$ cat src/ifw_defs.svh
`ifndef IFW_DEFS_SVH
`define IFW_DEFS_SVH

// =====================================================================
// Identify word indices (byte address is four times the index)
`define IFW_IDX_W75     10'd75
`define IFW_IDX_W82     10'd82
`define IFW_IDX_W83     10'd83
`define IFW_IDX_W84     10'd84
`define IFW_IDX_W85     10'd85
`define IFW_IDX_W86     10'd86
`define IFW_IDX_W87     10'd87
`define IFW_IDX_W88     10'd88
`define IFW_IDX_W89     10'd89
`define IFW_IDX_W92     10'd92
`define IFW_IDX_W100    10'd100
`define IFW_IDX_W101    10'd101
`define IFW_IDX_W102    10'd102
`define IFW_IDX_W103    10'd103
`define IFW_IDX_W128    10'd128
`define IFW_IDX_W209    10'd209
`define IFW_IDX_W217    10'd217

// =====================================================================
// Configuration register indices
`define IFW_IDX_CTRL    10'd256
`define IFW_IDX_SEC     10'd257
`define IFW_IDX_DMA     10'd258
`define IFW_IDX_ERASE   10'd259
`define IFW_IDX_MPWREV  10'd260
`define IFW_IDX_LBA_LO  10'd261
`define IFW_IDX_LBA_HI  10'd262
`define IFW_IDX_ALIGN   10'd263
`define IFW_IDX_QDEPTH  10'd264

// =====================================================================
// Control field positions
`define IFW_CTRL_SEC_SUP   0
`define IFW_CTRL_WC_SUP    1
`define IFW_CTRL_LA_SUP    2
`define IFW_CTRL_PWR_SUP   3
`define IFW_CTRL_UDMA_SUP  4
`define IFW_CTRL_ENH_SUP   5
`define IFW_CTRL_WC_EN     6
`define IFW_CTRL_LA_EN     7
`define IFW_CTRL_PWR_EN    8
`define IFW_CTRL_QUEUE_SUP 9
`define IFW_CTRL_MULTI     10
`define IFW_CTRL_W         11
// Security field positions
`define IFW_SEC_PW_SET     0
`define IFW_SEC_LOCKED     1
`define IFW_SEC_FROZEN     2
`define IFW_SEC_LVL_MAX    3
`define IFW_SEC_EXPIRED    4
`define IFW_SEC_W          5

// =====================================================================
// Fixed word contents and reset values
`define IFW_W82_FIXED   16'h7408
`define IFW_W83_FIXED   16'h4001
`define IFW_W84_FIXED   16'h4000
`define IFW_W85_FIXED   16'h7008
`define IFW_W86_FIXED   16'h0001
`define IFW_W87_FIXED   16'h4000
`define IFW_W217_FIXED  16'h0001
`define IFW_CTRL_RST    11'h037
`define IFW_SEC_RST     5'h00
`define IFW_DMA_RST     8'h06
`define IFW_ERASE_RST   16'h0000
`define IFW_MPWREV_RST  16'hFFFF
`define IFW_LBA_RST     48'h0000_0000_0000
`define IFW_LBA_MAX     48'hFFFF_FFFF_FFFF
`define IFW_ALIGN_RST   14'h0000
`define IFW_QDEPTH_RST  5'h00

`endif

$ cat src/ifw_pkg.sv
package ifw_pkg;
  typedef logic [15:0] ifw_word_t;
  typedef logic [9:0]  ifw_idx_t;
  typedef logic [2:0]  ifw_mode_t;
endpackage : ifw_pkg

$ cat src/ifw_feature_words.sv
`include "ifw_defs.svh"

module ifw_feature_words (
  input  wire logic              clk_i,
  input  wire logic              rst_i,
  input  wire logic              wb_cyc_i,
  input  wire logic              wb_stb_i,
  input  wire logic              wb_we_i,
  input  wire logic [11:0]       wb_adr_i,
  input  wire logic [3:0]        wb_sel_i,
  input  wire logic [31:0]       wb_dat_i,
  output logic      [31:0]       wb_dat_o,
  output logic                   wb_ack_o,
  input  wire logic              assemble_i,
  input  wire logic              unlock_fail_limit_i,
  output logic                   unlock_abort_o,
  output logic                   mwdma_selected_o
);
  import ifw_pkg::*;

  // ===================================================================
  // Bus decode
  wire ifw_idx_t idx     = wb_adr_i[11:2];
  wire logic     req     = wb_cyc_i && wb_stb_i && !wb_ack_o;
  // Write lands on the ack edge, while the master still holds address and data
  wire logic     wr      = wb_cyc_i && wb_stb_i && wb_we_i && wb_ack_o;
  wire logic     wr_ctrl = wr && (idx == `IFW_IDX_CTRL);
  wire logic     wr_sec  = wr && (idx == `IFW_IDX_SEC);
  wire logic     wr_dma  = wr && (idx == `IFW_IDX_DMA);
  wire logic     wr_era  = wr && (idx == `IFW_IDX_ERASE);
  wire logic     wr_mpw  = wr && (idx == `IFW_IDX_MPWREV);
  wire logic     wr_llo  = wr && (idx == `IFW_IDX_LBA_LO);
  wire logic     wr_lhi  = wr && (idx == `IFW_IDX_LBA_HI);
  wire logic     wr_aln  = wr && (idx == `IFW_IDX_ALIGN);
  wire logic     wr_qd   = wr && (idx == `IFW_IDX_QDEPTH);

  function automatic logic [31:0] merge(input logic [31:0] old_v, input logic [31:0] new_v,
                                        input logic [3:0] sel);
    logic [31:0] r;
    r = old_v;
    for (int b = 0; b < 4; b++) begin
      if (sel[b]) begin
        r[b*8 +: 8] = new_v[b*8 +: 8];
      end
    end
    return r;
  endfunction : merge

  // ===================================================================
  // Configuration registers
  logic [`IFW_CTRL_W-1:0] ctrl;
  logic [`IFW_SEC_W-1:0]  sec;
  logic [7:0]             dma;
  logic [15:0]            erase_time;
  logic [15:0]            mpw_rev;
  logic [47:0]            max_lba;
  logic [13:0]            align;
  logic [4:0]             qdepth;

  wire logic [31:0] m_ctrl = merge({21'h0, ctrl}, wb_dat_i, wb_sel_i);
  wire logic [31:0] m_sec  = merge({27'h0, sec}, wb_dat_i, wb_sel_i);
  wire logic [31:0] m_dma  = merge({24'h0, dma}, wb_dat_i, wb_sel_i);
  wire logic [31:0] m_era  = merge({16'h0, erase_time}, wb_dat_i, wb_sel_i);
  wire logic [31:0] m_mpw  = merge({16'h0, mpw_rev}, wb_dat_i, wb_sel_i);
  wire logic [31:0] m_llo  = merge(max_lba[31:0], wb_dat_i, wb_sel_i);
  wire logic [31:0] m_lhi  = merge({16'h0, max_lba[47:32]}, wb_dat_i, wb_sel_i);
  wire logic [31:0] m_aln  = merge({18'h0, align}, wb_dat_i, wb_sel_i);
  wire logic [31:0] m_qd   = merge({27'h0, qdepth}, wb_dat_i, wb_sel_i);

  // Expired flag: reset clears it even during a set, and software can never clear it
  wire logic expire_set  = unlock_fail_limit_i;
  wire logic next_expire = sec[`IFW_SEC_EXPIRED] || expire_set;
  wire logic [`IFW_SEC_W-1:0] next_sec = wr_sec ? {next_expire, m_sec[3:0]}
                                                : {next_expire, sec[3:0]};

  always_ff @(posedge clk_i) begin
    if (rst_i) begin
      ctrl       <= `IFW_CTRL_RST;
      sec        <= `IFW_SEC_RST;
      dma        <= `IFW_DMA_RST;
      erase_time <= `IFW_ERASE_RST;
      mpw_rev    <= `IFW_MPWREV_RST;
      max_lba    <= `IFW_LBA_RST;
      align      <= `IFW_ALIGN_RST;
      qdepth     <= `IFW_QDEPTH_RST;
    end else begin
      if (wr_ctrl) ctrl <= m_ctrl[`IFW_CTRL_W-1:0];
      sec <= next_sec;
      if (wr_dma) dma <= m_dma[7:0];
      if (wr_era) erase_time <= m_era[15:0];
      if (wr_mpw) mpw_rev <= m_mpw[15:0];
      if (wr_llo) max_lba[31:0] <= m_llo;
      if (wr_lhi) max_lba[47:32] <= m_lhi[15:0];
      if (wr_aln) align <= m_aln[13:0];
      if (wr_qd) qdepth <= m_qd[4:0];
    end
  end

  assign unlock_abort_o = sec[`IFW_SEC_EXPIRED];

  // ===================================================================
  // Snapshot of dynamic state at identify assembly
  logic [`IFW_CTRL_W-1:0] snap_ctrl;
  logic [`IFW_SEC_W-1:0]  snap_sec;
  logic [7:0]             snap_dma;

  always_ff @(posedge clk_i) begin
    if (rst_i) begin
      snap_ctrl <= `IFW_CTRL_RST;
      snap_sec  <= `IFW_SEC_RST;
      snap_dma  <= `IFW_DMA_RST;
    end else if (assemble_i) begin
      snap_ctrl <= ctrl;
      snap_sec  <= sec;
      snap_dma  <= dma;
    end
  end

  // ===================================================================
  // Word assembly
  wire logic sec_sup  = snap_ctrl[`IFW_CTRL_SEC_SUP];
  wire logic wc_sup   = snap_ctrl[`IFW_CTRL_WC_SUP];
  wire logic la_sup   = snap_ctrl[`IFW_CTRL_LA_SUP];
  wire logic pwr_sup  = snap_ctrl[`IFW_CTRL_PWR_SUP];
  wire logic udma_sup = snap_ctrl[`IFW_CTRL_UDMA_SUP];
  wire logic sec_en   = sec_sup && snap_sec[`IFW_SEC_PW_SET];
  wire logic wc_en    = wc_sup && snap_ctrl[`IFW_CTRL_WC_EN];
  wire logic la_en    = la_sup && snap_ctrl[`IFW_CTRL_LA_EN];
  wire logic pwr_en   = pwr_sup && snap_ctrl[`IFW_CTRL_PWR_EN];

  // Mode field: [2:0] highest supported, [5:3] selected, [6] ultra sel, [7] multiword sel
  wire ifw_mode_t udma_max  = snap_dma[2:0];
  wire ifw_mode_t udma_sel  = snap_dma[5:3];
  // Ultra selection only when supported and not beyond max; wins over multiword
  wire logic      udma_act  = udma_sup && snap_dma[6] && (udma_sel <= udma_max) && (udma_sel != 3'd7);
  wire logic      mw_act    = snap_dma[7] && !udma_act;
  assign mwdma_selected_o = mw_act;

  function automatic logic [6:0] cum_mask(input ifw_mode_t m);
    logic [6:0] r;
    r = 7'h00;
    for (int i = 0; i < 7; i++) begin
      if (i <= int'(m)) begin
        r[i] = 1'b1;
      end
    end
    return r;
  endfunction : cum_mask

  wire logic [6:0] sel_hot = udma_act ? (7'h01 << udma_sel) : 7'h00;
  wire logic [6:0] sup_cum = cum_mask(udma_max);
  wire ifw_word_t w88 = udma_sup ? {1'b0, sel_hot, 1'b0, sup_cum} : 16'h0000;

  wire ifw_word_t w82 = `IFW_W82_FIXED | {9'h0, la_sup, wc_sup, 3'h0, sec_sup, 1'b0};
  wire ifw_word_t w83 = `IFW_W83_FIXED | {12'h0, pwr_sup, 3'h0};
  wire ifw_word_t w84 = `IFW_W84_FIXED;
  wire ifw_word_t w85 = `IFW_W85_FIXED | {9'h0, la_en, wc_en, 3'h0, sec_en, 1'b0};
  wire ifw_word_t w86 = `IFW_W86_FIXED | {12'h0, pwr_en, 3'h0};
  wire ifw_word_t w87 = `IFW_W87_FIXED;
  wire ifw_word_t w75 = snap_ctrl[`IFW_CTRL_QUEUE_SUP] ? {11'h0, qdepth} : 16'h0000;
  wire ifw_word_t w128 = {7'h0, sec_en && snap_sec[`IFW_SEC_LVL_MAX], 2'h0,
                          snap_ctrl[`IFW_CTRL_ENH_SUP], snap_sec[`IFW_SEC_EXPIRED],
                          snap_sec[`IFW_SEC_FROZEN], snap_sec[`IFW_SEC_LOCKED], sec_en, sec_sup};
  wire ifw_word_t w209 = snap_ctrl[`IFW_CTRL_MULTI] ? {2'b00, align} : 16'h0000;
  wire logic [47:0] cap = (max_lba == `IFW_LBA_MAX) ? max_lba : max_lba + 48'h0000_0000_0001;

  // ===================================================================
  // Read mux
  function automatic logic [31:0] rd_word(input ifw_idx_t a);
    case (a)
      `IFW_IDX_W75:     rd_word = {16'h0, w75};
      `IFW_IDX_W82:     rd_word = {16'h0, w82};
      `IFW_IDX_W83:     rd_word = {16'h0, w83};
      `IFW_IDX_W84:     rd_word = {16'h0, w84};
      `IFW_IDX_W85:     rd_word = {16'h0, w85};
      `IFW_IDX_W86:     rd_word = {16'h0, w86};
      `IFW_IDX_W87:     rd_word = {16'h0, w87};
      `IFW_IDX_W88:     rd_word = {16'h0, w88};
      `IFW_IDX_W89:     rd_word = {16'h0, erase_time};
      `IFW_IDX_W92:     rd_word = {16'h0, mpw_rev};
      `IFW_IDX_W100:    rd_word = {16'h0, cap[15:0]};
      `IFW_IDX_W101:    rd_word = {16'h0, cap[31:16]};
      `IFW_IDX_W102:    rd_word = {16'h0, cap[47:32]};
      `IFW_IDX_W103:    rd_word = 32'h0000_0000;
      `IFW_IDX_W128:    rd_word = {16'h0, w128};
      `IFW_IDX_W209:    rd_word = {16'h0, w209};
      `IFW_IDX_W217:    rd_word = {16'h0, `IFW_W217_FIXED};
      `IFW_IDX_CTRL:    rd_word = {21'h0, ctrl};
      `IFW_IDX_SEC:     rd_word = {27'h0, sec};
      `IFW_IDX_DMA:     rd_word = {24'h0, dma};
      `IFW_IDX_ERASE:   rd_word = {16'h0, erase_time};
      `IFW_IDX_MPWREV:  rd_word = {16'h0, mpw_rev};
      `IFW_IDX_LBA_LO:  rd_word = max_lba[31:0];
      `IFW_IDX_LBA_HI:  rd_word = {16'h0, max_lba[47:32]};
      `IFW_IDX_ALIGN:   rd_word = {18'h0, align};
      `IFW_IDX_QDEPTH:  rd_word = {27'h0, qdepth};
      default:          rd_word = 32'h0000_0000;
    endcase
  endfunction : rd_word

  wire logic [31:0] next_dat = rd_word(idx);

  // One wait state: data and ack registered together
  always_ff @(posedge clk_i) begin
    if (rst_i) begin
      wb_ack_o <= 1'b0;
      wb_dat_o <= 32'h0000_0000;
    end else begin
      wb_ack_o <= req;
      wb_dat_o <= (req && !wb_we_i) ? next_dat : 32'h0000_0000;
    end
  end

  wire logic rd_ack = wb_ack_o && !wb_we_i;
endmodule : ifw_feature_words

$ cat config.mk
export PLATFORM = sky130hd
export DESIGN_NAME = ifw_feature_words
export DESIGN_NICKNAME = d
export VERILOG_FILES = /design/src/ifw_pkg.sv /design/src/ifw_feature_words.sv
export VERILOG_INCLUDE_DIRS = /design/src
export SDC_FILE = /design/constraint.sdc
export NUM_CORES = 1
export LEC_CHECK = 0
export ABC_CLOCK_PERIOD_IN_PS = 2100
export BUFFER_PORTS_ARGS = -buffer_cell sky130_fd_sc_hd__buf_2
export CAP_MARGIN = 30
export CORE_MARGIN = 1.5
export CORE_UTILIZATION = 28
export DETAILED_ROUTE_END_ITERATION = 8
export GPL_TIMING_DRIVEN = 0
export SLEW_MARGIN = 20
export SYNTH_ARGS = -nofsm -noshare
export SYNTH_HDL_FRONTEND = slang
export SYNTH_SLANG_ARGS = --single-unit
$ cat constraint.sdc
create_clock -name clk_i -period 2.1 [get_ports clk_i]
set_input_delay 0.105 -clock clk_i [delete_from_list [all_inputs] [get_ports clk_i]]
set_output_delay 0.105 -clock clk_i [all_outputs]
set_load 0.01 [all_outputs]
# Word level (Yosys, flattened, before mapping)
# Index checks and enable logic that the tools add are counted.
# op_classes
n_eq_ne	27
order_cmp	7
reduce_logical	48
addsub	1
n_bitwise	1
n_shift	1
muxes	12
# op_table
cell	count
32-bit case mux with 22 select lines	1
10-bit by 7-bit equality test with 1-bit output (second input constant)	13
10-bit by 9-bit equality test with 1-bit output (second input constant)	9
48-bit by 1-bit adder with 48-bit output (second input constant)	1
48-bit equality test (second input constant)	1
48-bit 2-to-1 mux	1
2-bit AND reduction	17
10-bit by 8-bit equality test with 1-bit output (second input constant)	3
1-bit logical AND	23
15-bit 2-to-1 mux	1
14-bit 2-to-1 mux	1
3-bit <= comparator (first input constant)	3
2-bit OR reduction	4
7-bit 2-to-1 mux	1
1-bit by 3-bit << shifter with 7-bit output (first input constant)	1
2-bit by 3-bit <= comparator with 1-bit output (first input constant)	2
1-bit 2-to-1 mux	6
5-bit 2-to-1 mux	1
1-bit by 3-bit <= comparator with 1-bit output (first input constant)	1
3-bit <= comparator	1
1-bit zero test	3
3-bit != test (second input constant)	1
1-bit logical OR	1
1-bit NOT	1
# totals
elab_cells	120
inputBits	55
output_inout_bits	35
reg_bits	180

# Longest topological paths before layout
# logic_depth
depth_word	6
mapped_depth	11
mapped_depth_nobuf	9

# Least setup slack after synthesis
# No wires, ideal clock.
# synth_path
path_kind	register -> register
startpoint	register max_lba[0]
endpoint	register wb_dat_o[13]
t_arrival_ps	2162
stages_incl_launch_ff	11
required_time_ps	1973
setup_slack_ps	-189
n_path_buf	2
path_cell_list	dfxtp_1 -> ha_1 -> clkbuf_1 -> nand4_1 -> nor4_1 -> and4_1 -> buf_2 -> or3b_2 -> o31a_1 -> o21ai_0 -> a31oi_1
# synth_between
elab_chain_cells	3
word_cells_on_any_way	4
# synth_lines
item	line_no	rtl
from (decl)	ifw_feature_words.sv:56	logic [47:0] max_lba;
from (signal assigned)	ifw_feature_words.sv:83	max_lba <= `IFW_LBA_RST;
from (signal assigned)	ifw_feature_words.sv:92	if (wr_llo) max_lba[31:0] <= m_llo;
48-bit by 1-bit adder with 48-bit output / 48-bit equality test (equally long branches)	-	
48-bit 2-to-1 mux (*)	ifw_feature_words.sv:165	wire logic [47:0] cap = (max_lba == `IFW_LBA_MAX) ? max_lba : max_lba + 48'h0000_0000_0001;
32-bit case mux with 22 select lines (*)	ifw_feature_words.sv:170	case (a)
to (signal assigned)	ifw_feature_words.sv:210	wb_dat_o <= (req && !wb_we_i) ? next_dat : 32'h0000_0000;
to (decl)	ifw_feature_words.sv:12	output logic [31:0] wb_dat_o,
# Every way passes the cells marked *; elsewhere a longest branch is shown, timed or not.
# A chain may end at the register's enable or synchronous reset.

# Final worst setup path
# layout_path
startpoint	register max_lba[0]
endpoint	register wb_dat_o[7]
# The elaborated chain is that of the path after synthesis.

==> impl_metrics.env <==
export IMPL_critical_path_top_delay_family="simple AND/OR/NAND/NOR gates"
export IMPL_slew_worst_pin_ns=0.914
export IMPL_placed_cells=1598
export IMPL_hold_ws_ns=0.0496
export IMPL_pwr_density_nw_per_um2=579
export IMPL_htreeDepth=4
export IMPL_failed_checks="negative setup slack"
export IMPL_period_needed_ns=2.31
export IMPL_cp_end_kind="register"
export IMPL_cp_slowest_cell="sky130_fd_sc_hd__dfxtp_4"
export IMPL_avgSynthCellArea_um2=8.92
export IMPL_clock_skew_ns=0.0120
export IMPL_synth_top_area_share_pct=37.8
export IMPL_outcome="finished with violations"
export IMPL_floorplan_die_area_um2=35200
export IMPL_cts_tree="built"
export IMPL_fp_dieW_um=188
export IMPL_drive_above_1_share_pct=30.1
export IMPL_ys_warn_count=0
export IMPL_routabilityCongestion=0.938
export IMPL_syn2layout_area_growth_pct=32.5
export IMPL_track_usage_pct=21.7
export IMPL_timing_hold_worst_class="in -> reg"
export IMPL_layout_cells_most_common="sky130_fd_sc_hd__nor2_1"
export IMPL_via_per_inst=5.40
export IMPL_rsz0062_at_grt="true"
export IMPL_design_area_um2=12600
export IMPL_peakVddDrop_mv=0.627
export IMPL_core_area_um2=33500
export IMPL_syn_instance_count=1070
export IMPL_dp_hpwl_um=28200
export IMPL_finish_cell_count_without_fillers=1719
export IMPL_synth_top_cells_by_area="sky130_fd_sc_hd__dfxtp_1 38%, sky130_fd_sc_hd__mux2i_1 15%, sky130_fd_sc_hd__nor2_1 5.9%, sky130_fd_sc_hd__nand2_1 4.2%, sky130_fd_sc_hd__nand3_1 2.4%"
export IMPL_worstSkewPairLatency_ns=0.45
export IMPL_ioPinCount=90
export IMPL_antenna_cells=0
export IMPL_drtAntennaViolNets=0
export IMPL_crit_chain="buf_4 > and2_1 > clkbuf_4 > nand4_4 > nor3_1 > xor2_1 > a22oi_1 > a31oi_2"
export IMPL_global_route_overflow_total=0
export IMPL_setup_worst_path_start_class="register"
export IMPL_slew_viol_final=0
export IMPL_grt_pass1_vias=8805
export IMPL_layout_common_cells="143 x sky130_fd_sc_hd__nor2_1, 142 x sky130_fd_sc_hd__mux2i_1, 136 x sky130_fd_sc_hd__dfxtp_1"
export IMPL_setup_worst_path_class="reg -> reg"
export IMPL_cts_reportedPaths_clkPinSlew_ns=0.08
export IMPL_finalSetupViolCount=16
export IMPL_fmax_mhz=434
export IMPL_grt_pass1_wl_um=57000
export IMPL_vias_post_dr=9279
export IMPL_timing_critical_path_buf_inv=2
export IMPL_chipHeight_um=188
export IMPL_ys_seq_area_share_pct=37.8
export IMPL_cellLeakagePower_uw=0.00483
export IMPL_grt_max_degree=17
export IMPL_timing_setup_tns_ns=-1.84
export IMPL_synth_edf_count=0
export IMPL_drc_errors=0
export IMPL_cts_buffer_depth=2
export IMPL_arrival_ns=2.60
export IMPL_netlist_area_um2=9540
export IMPL_drt_iter0_markers=950
export IMPL_synth_top_area_cell="sky130_fd_sc_hd__dfxtp_1"
export IMPL_final_setup_worst_slack_ns=-0.206
export IMPL_critical_path_peak_fanout=10
export IMPL_placementRows=67
export IMPL_mappedNetlistNets=1129
export IMPL_cts_inserted_buffers=17
export IMPL_finalCritPeriodShare_pct=110
export IMPL_clock_root_buffer="sky130_fd_sc_hd__clkbuf_16"
export IMPL_postSynth_topFlopCell="sky130_fd_sc_hd__dfxtp_1"
export IMPL_nets=1318
export IMPL_synth_async_reset_ratio_pct=0
export IMPL_grt_antenna_before_repair=0
export IMPL_synth_lib_cells_used_distinct=85
export IMPL_maxCapViolations=0
export IMPL_detailed_place_area_um2=10500
export IMPL_wire_per_inst_um=22.7
export IMPL_slew_limit_headroom_pct=38.5
export IMPL_postRouteWirelength_um=39000
export IMPL_synth_seq_cells=180
export IMPL_number_of_clock_sinks=180
export IMPL_worst_path_largest_cell_delay_ns=0.36
export IMPL_io_buffers=78
export IMPL_initial_cell_density_of_the_core_pct=28.4
export IMPL_finalHoldViolations=0
export IMPL_firstDrtPassIters=8
export IMPL_critPathRequiredTime_ns=2.40
[worst min-delay path, delay by kind of cell]
kind,cells,cell delay (ns)
buffers and inverters,1,0.12
AND/OR/NAND/NOR,1,0.17
AO/OA/AOI/OAI,1,0.05
[registers in the layout, summed over array words and instances (netlist names)]
signal / count
snap_dma: 8
erase_time: 16
mpw_rev: 16
qdepth: 5
wb_dat_o: 32
ctrl: 11
wb_ack_o: 1
snap_ctrl: 11
snap_sec: 5
dma: 8
sec: 5
align: 14
max_lba: 48
[cell type report]
| cell class | count | area (µm²) |
|---|---|---|
| timing repair buffer | 173 | 1280 |
| inverter | 19 | 71.3 |
| tap | 448 | 561 |
| fill | 3393 | 20900 |
| multi-input combinational | 801 | 6030 |
| clock buffer | 19 | 443 |
| buffer | 67 | 380 |
| clock inverter | 12 | 168 |
| sequential | 180 | 3700 |
[through the flow]
| step | power (µW) | setup slack (ns) | util, % |
|---|---|---|---|
| after global routing | 7490 | -0.272 | 37.7 |
| after global placement | 3870 | -0.935 | 31.3 |
| after CTS | 7310 | -0.263 | 35.9 |
| after floorplan | 3690 | 0.0207 | - |
| after detailed placement | 3870 | -0.817 | 31.4 |
| final | 7310 | -0.206 | 37.7 |
[final timing paths]
path         depth (start not counted)                        to                      from  slack [ns]
max                                  8    wb_dat_o[7]$_SDFF_PP0_   max_lba[0]$_SDFFE_PP0P_       -0.21
min                                  3   wb_dat_o[16]$_SDFF_PP0_                   wb_we_i        0.05
max reg2reg                          8    wb_dat_o[7]$_SDFF_PP0_   max_lba[0]$_SDFFE_PP0P_       -0.21
min reg2reg                          2  mpw_rev[13]$_SDFFE_PP1P_  mpw_rev[13]$_SDFFE_PP1P_        0.48
[kinds of logic (layout without fill, tap and decap cells)]
logic type | Yosys count | in the layout | share of synthesized area (%)
AOI/OAI and AO/OA | 136 | 136 | 10.5
muxes | 146 | 146 | 15.4
adders and majority gates | 4 | 4 | 0.525
DFF | 180 | 180 | 37.8
and+or+nand+nor | 473 | 473 | 27.7
xor gates and xnor gates | 42 | 42 | 3.86
buffers and inverters | 89 | 290 | 4.30
[power breakdown]
part,total [µW],internal [µW],switching (µW)
combinational,429,143,286
clock,3480,1930,1560
sequential,3400,3390,6.84
[synth_stat cells, types with 8 or more instances]
cell type and instances:
sky130_fd_sc_hd__nor2_1 149, sky130_fd_sc_hd__xor2_1 20, sky130_fd_sc_hd__a222oi_1 8, sky130_fd_sc_hd__nand3_1 45
sky130_fd_sc_hd__nor2b_1 8, sky130_fd_sc_hd__nand2_1 108, sky130_fd_sc_hd__nor2_4 11, sky130_fd_sc_hd__mux2i_1 142
sky130_fd_sc_hd__a31oi_1 9, sky130_fd_sc_hd__a21oi_1 32, sky130_fd_sc_hd__nor3_1 21, sky130_fd_sc_hd__nand4_1 22
sky130_fd_sc_hd__buf_2 23, sky130_fd_sc_hd__inv_1 19, sky130_fd_sc_hd__dfxtp_1 180, sky130_fd_sc_hd__clkbuf_1 32
sky130_fd_sc_hd__o21ai_0 11, sky130_fd_sc_hd__a221oi_1 13, sky130_fd_sc_hd__xnor2_1 22, sky130_fd_sc_hd__and3_1 22
sky130_fd_sc_hd__nor4_1 11, sky130_fd_sc_hd__a22oi_1 22
[per-layer routing]
layer  global-route usage, %  part of all wire [%]  up-vias
met1                    28.3                    43     4494
li1                        -                     -     4249
met2                    35.1                    46      446
met5                       0                     0        -
met4                    8.98                   3.7        0
met3                    4.12                   7.8       90
[repair_timing]
action / in CTS / in global routing
pin swaps: 41 / 38
gates resized for setup: 108 / 76
setup endpoints to repair: 130 / 99
gates cloned: 0 / 0
endpoints found under the hold margin: 33 / 0
buffers inserted: 29 / 37
hold buffers: 26 / 0
Power figures use the tool's default switching activity.
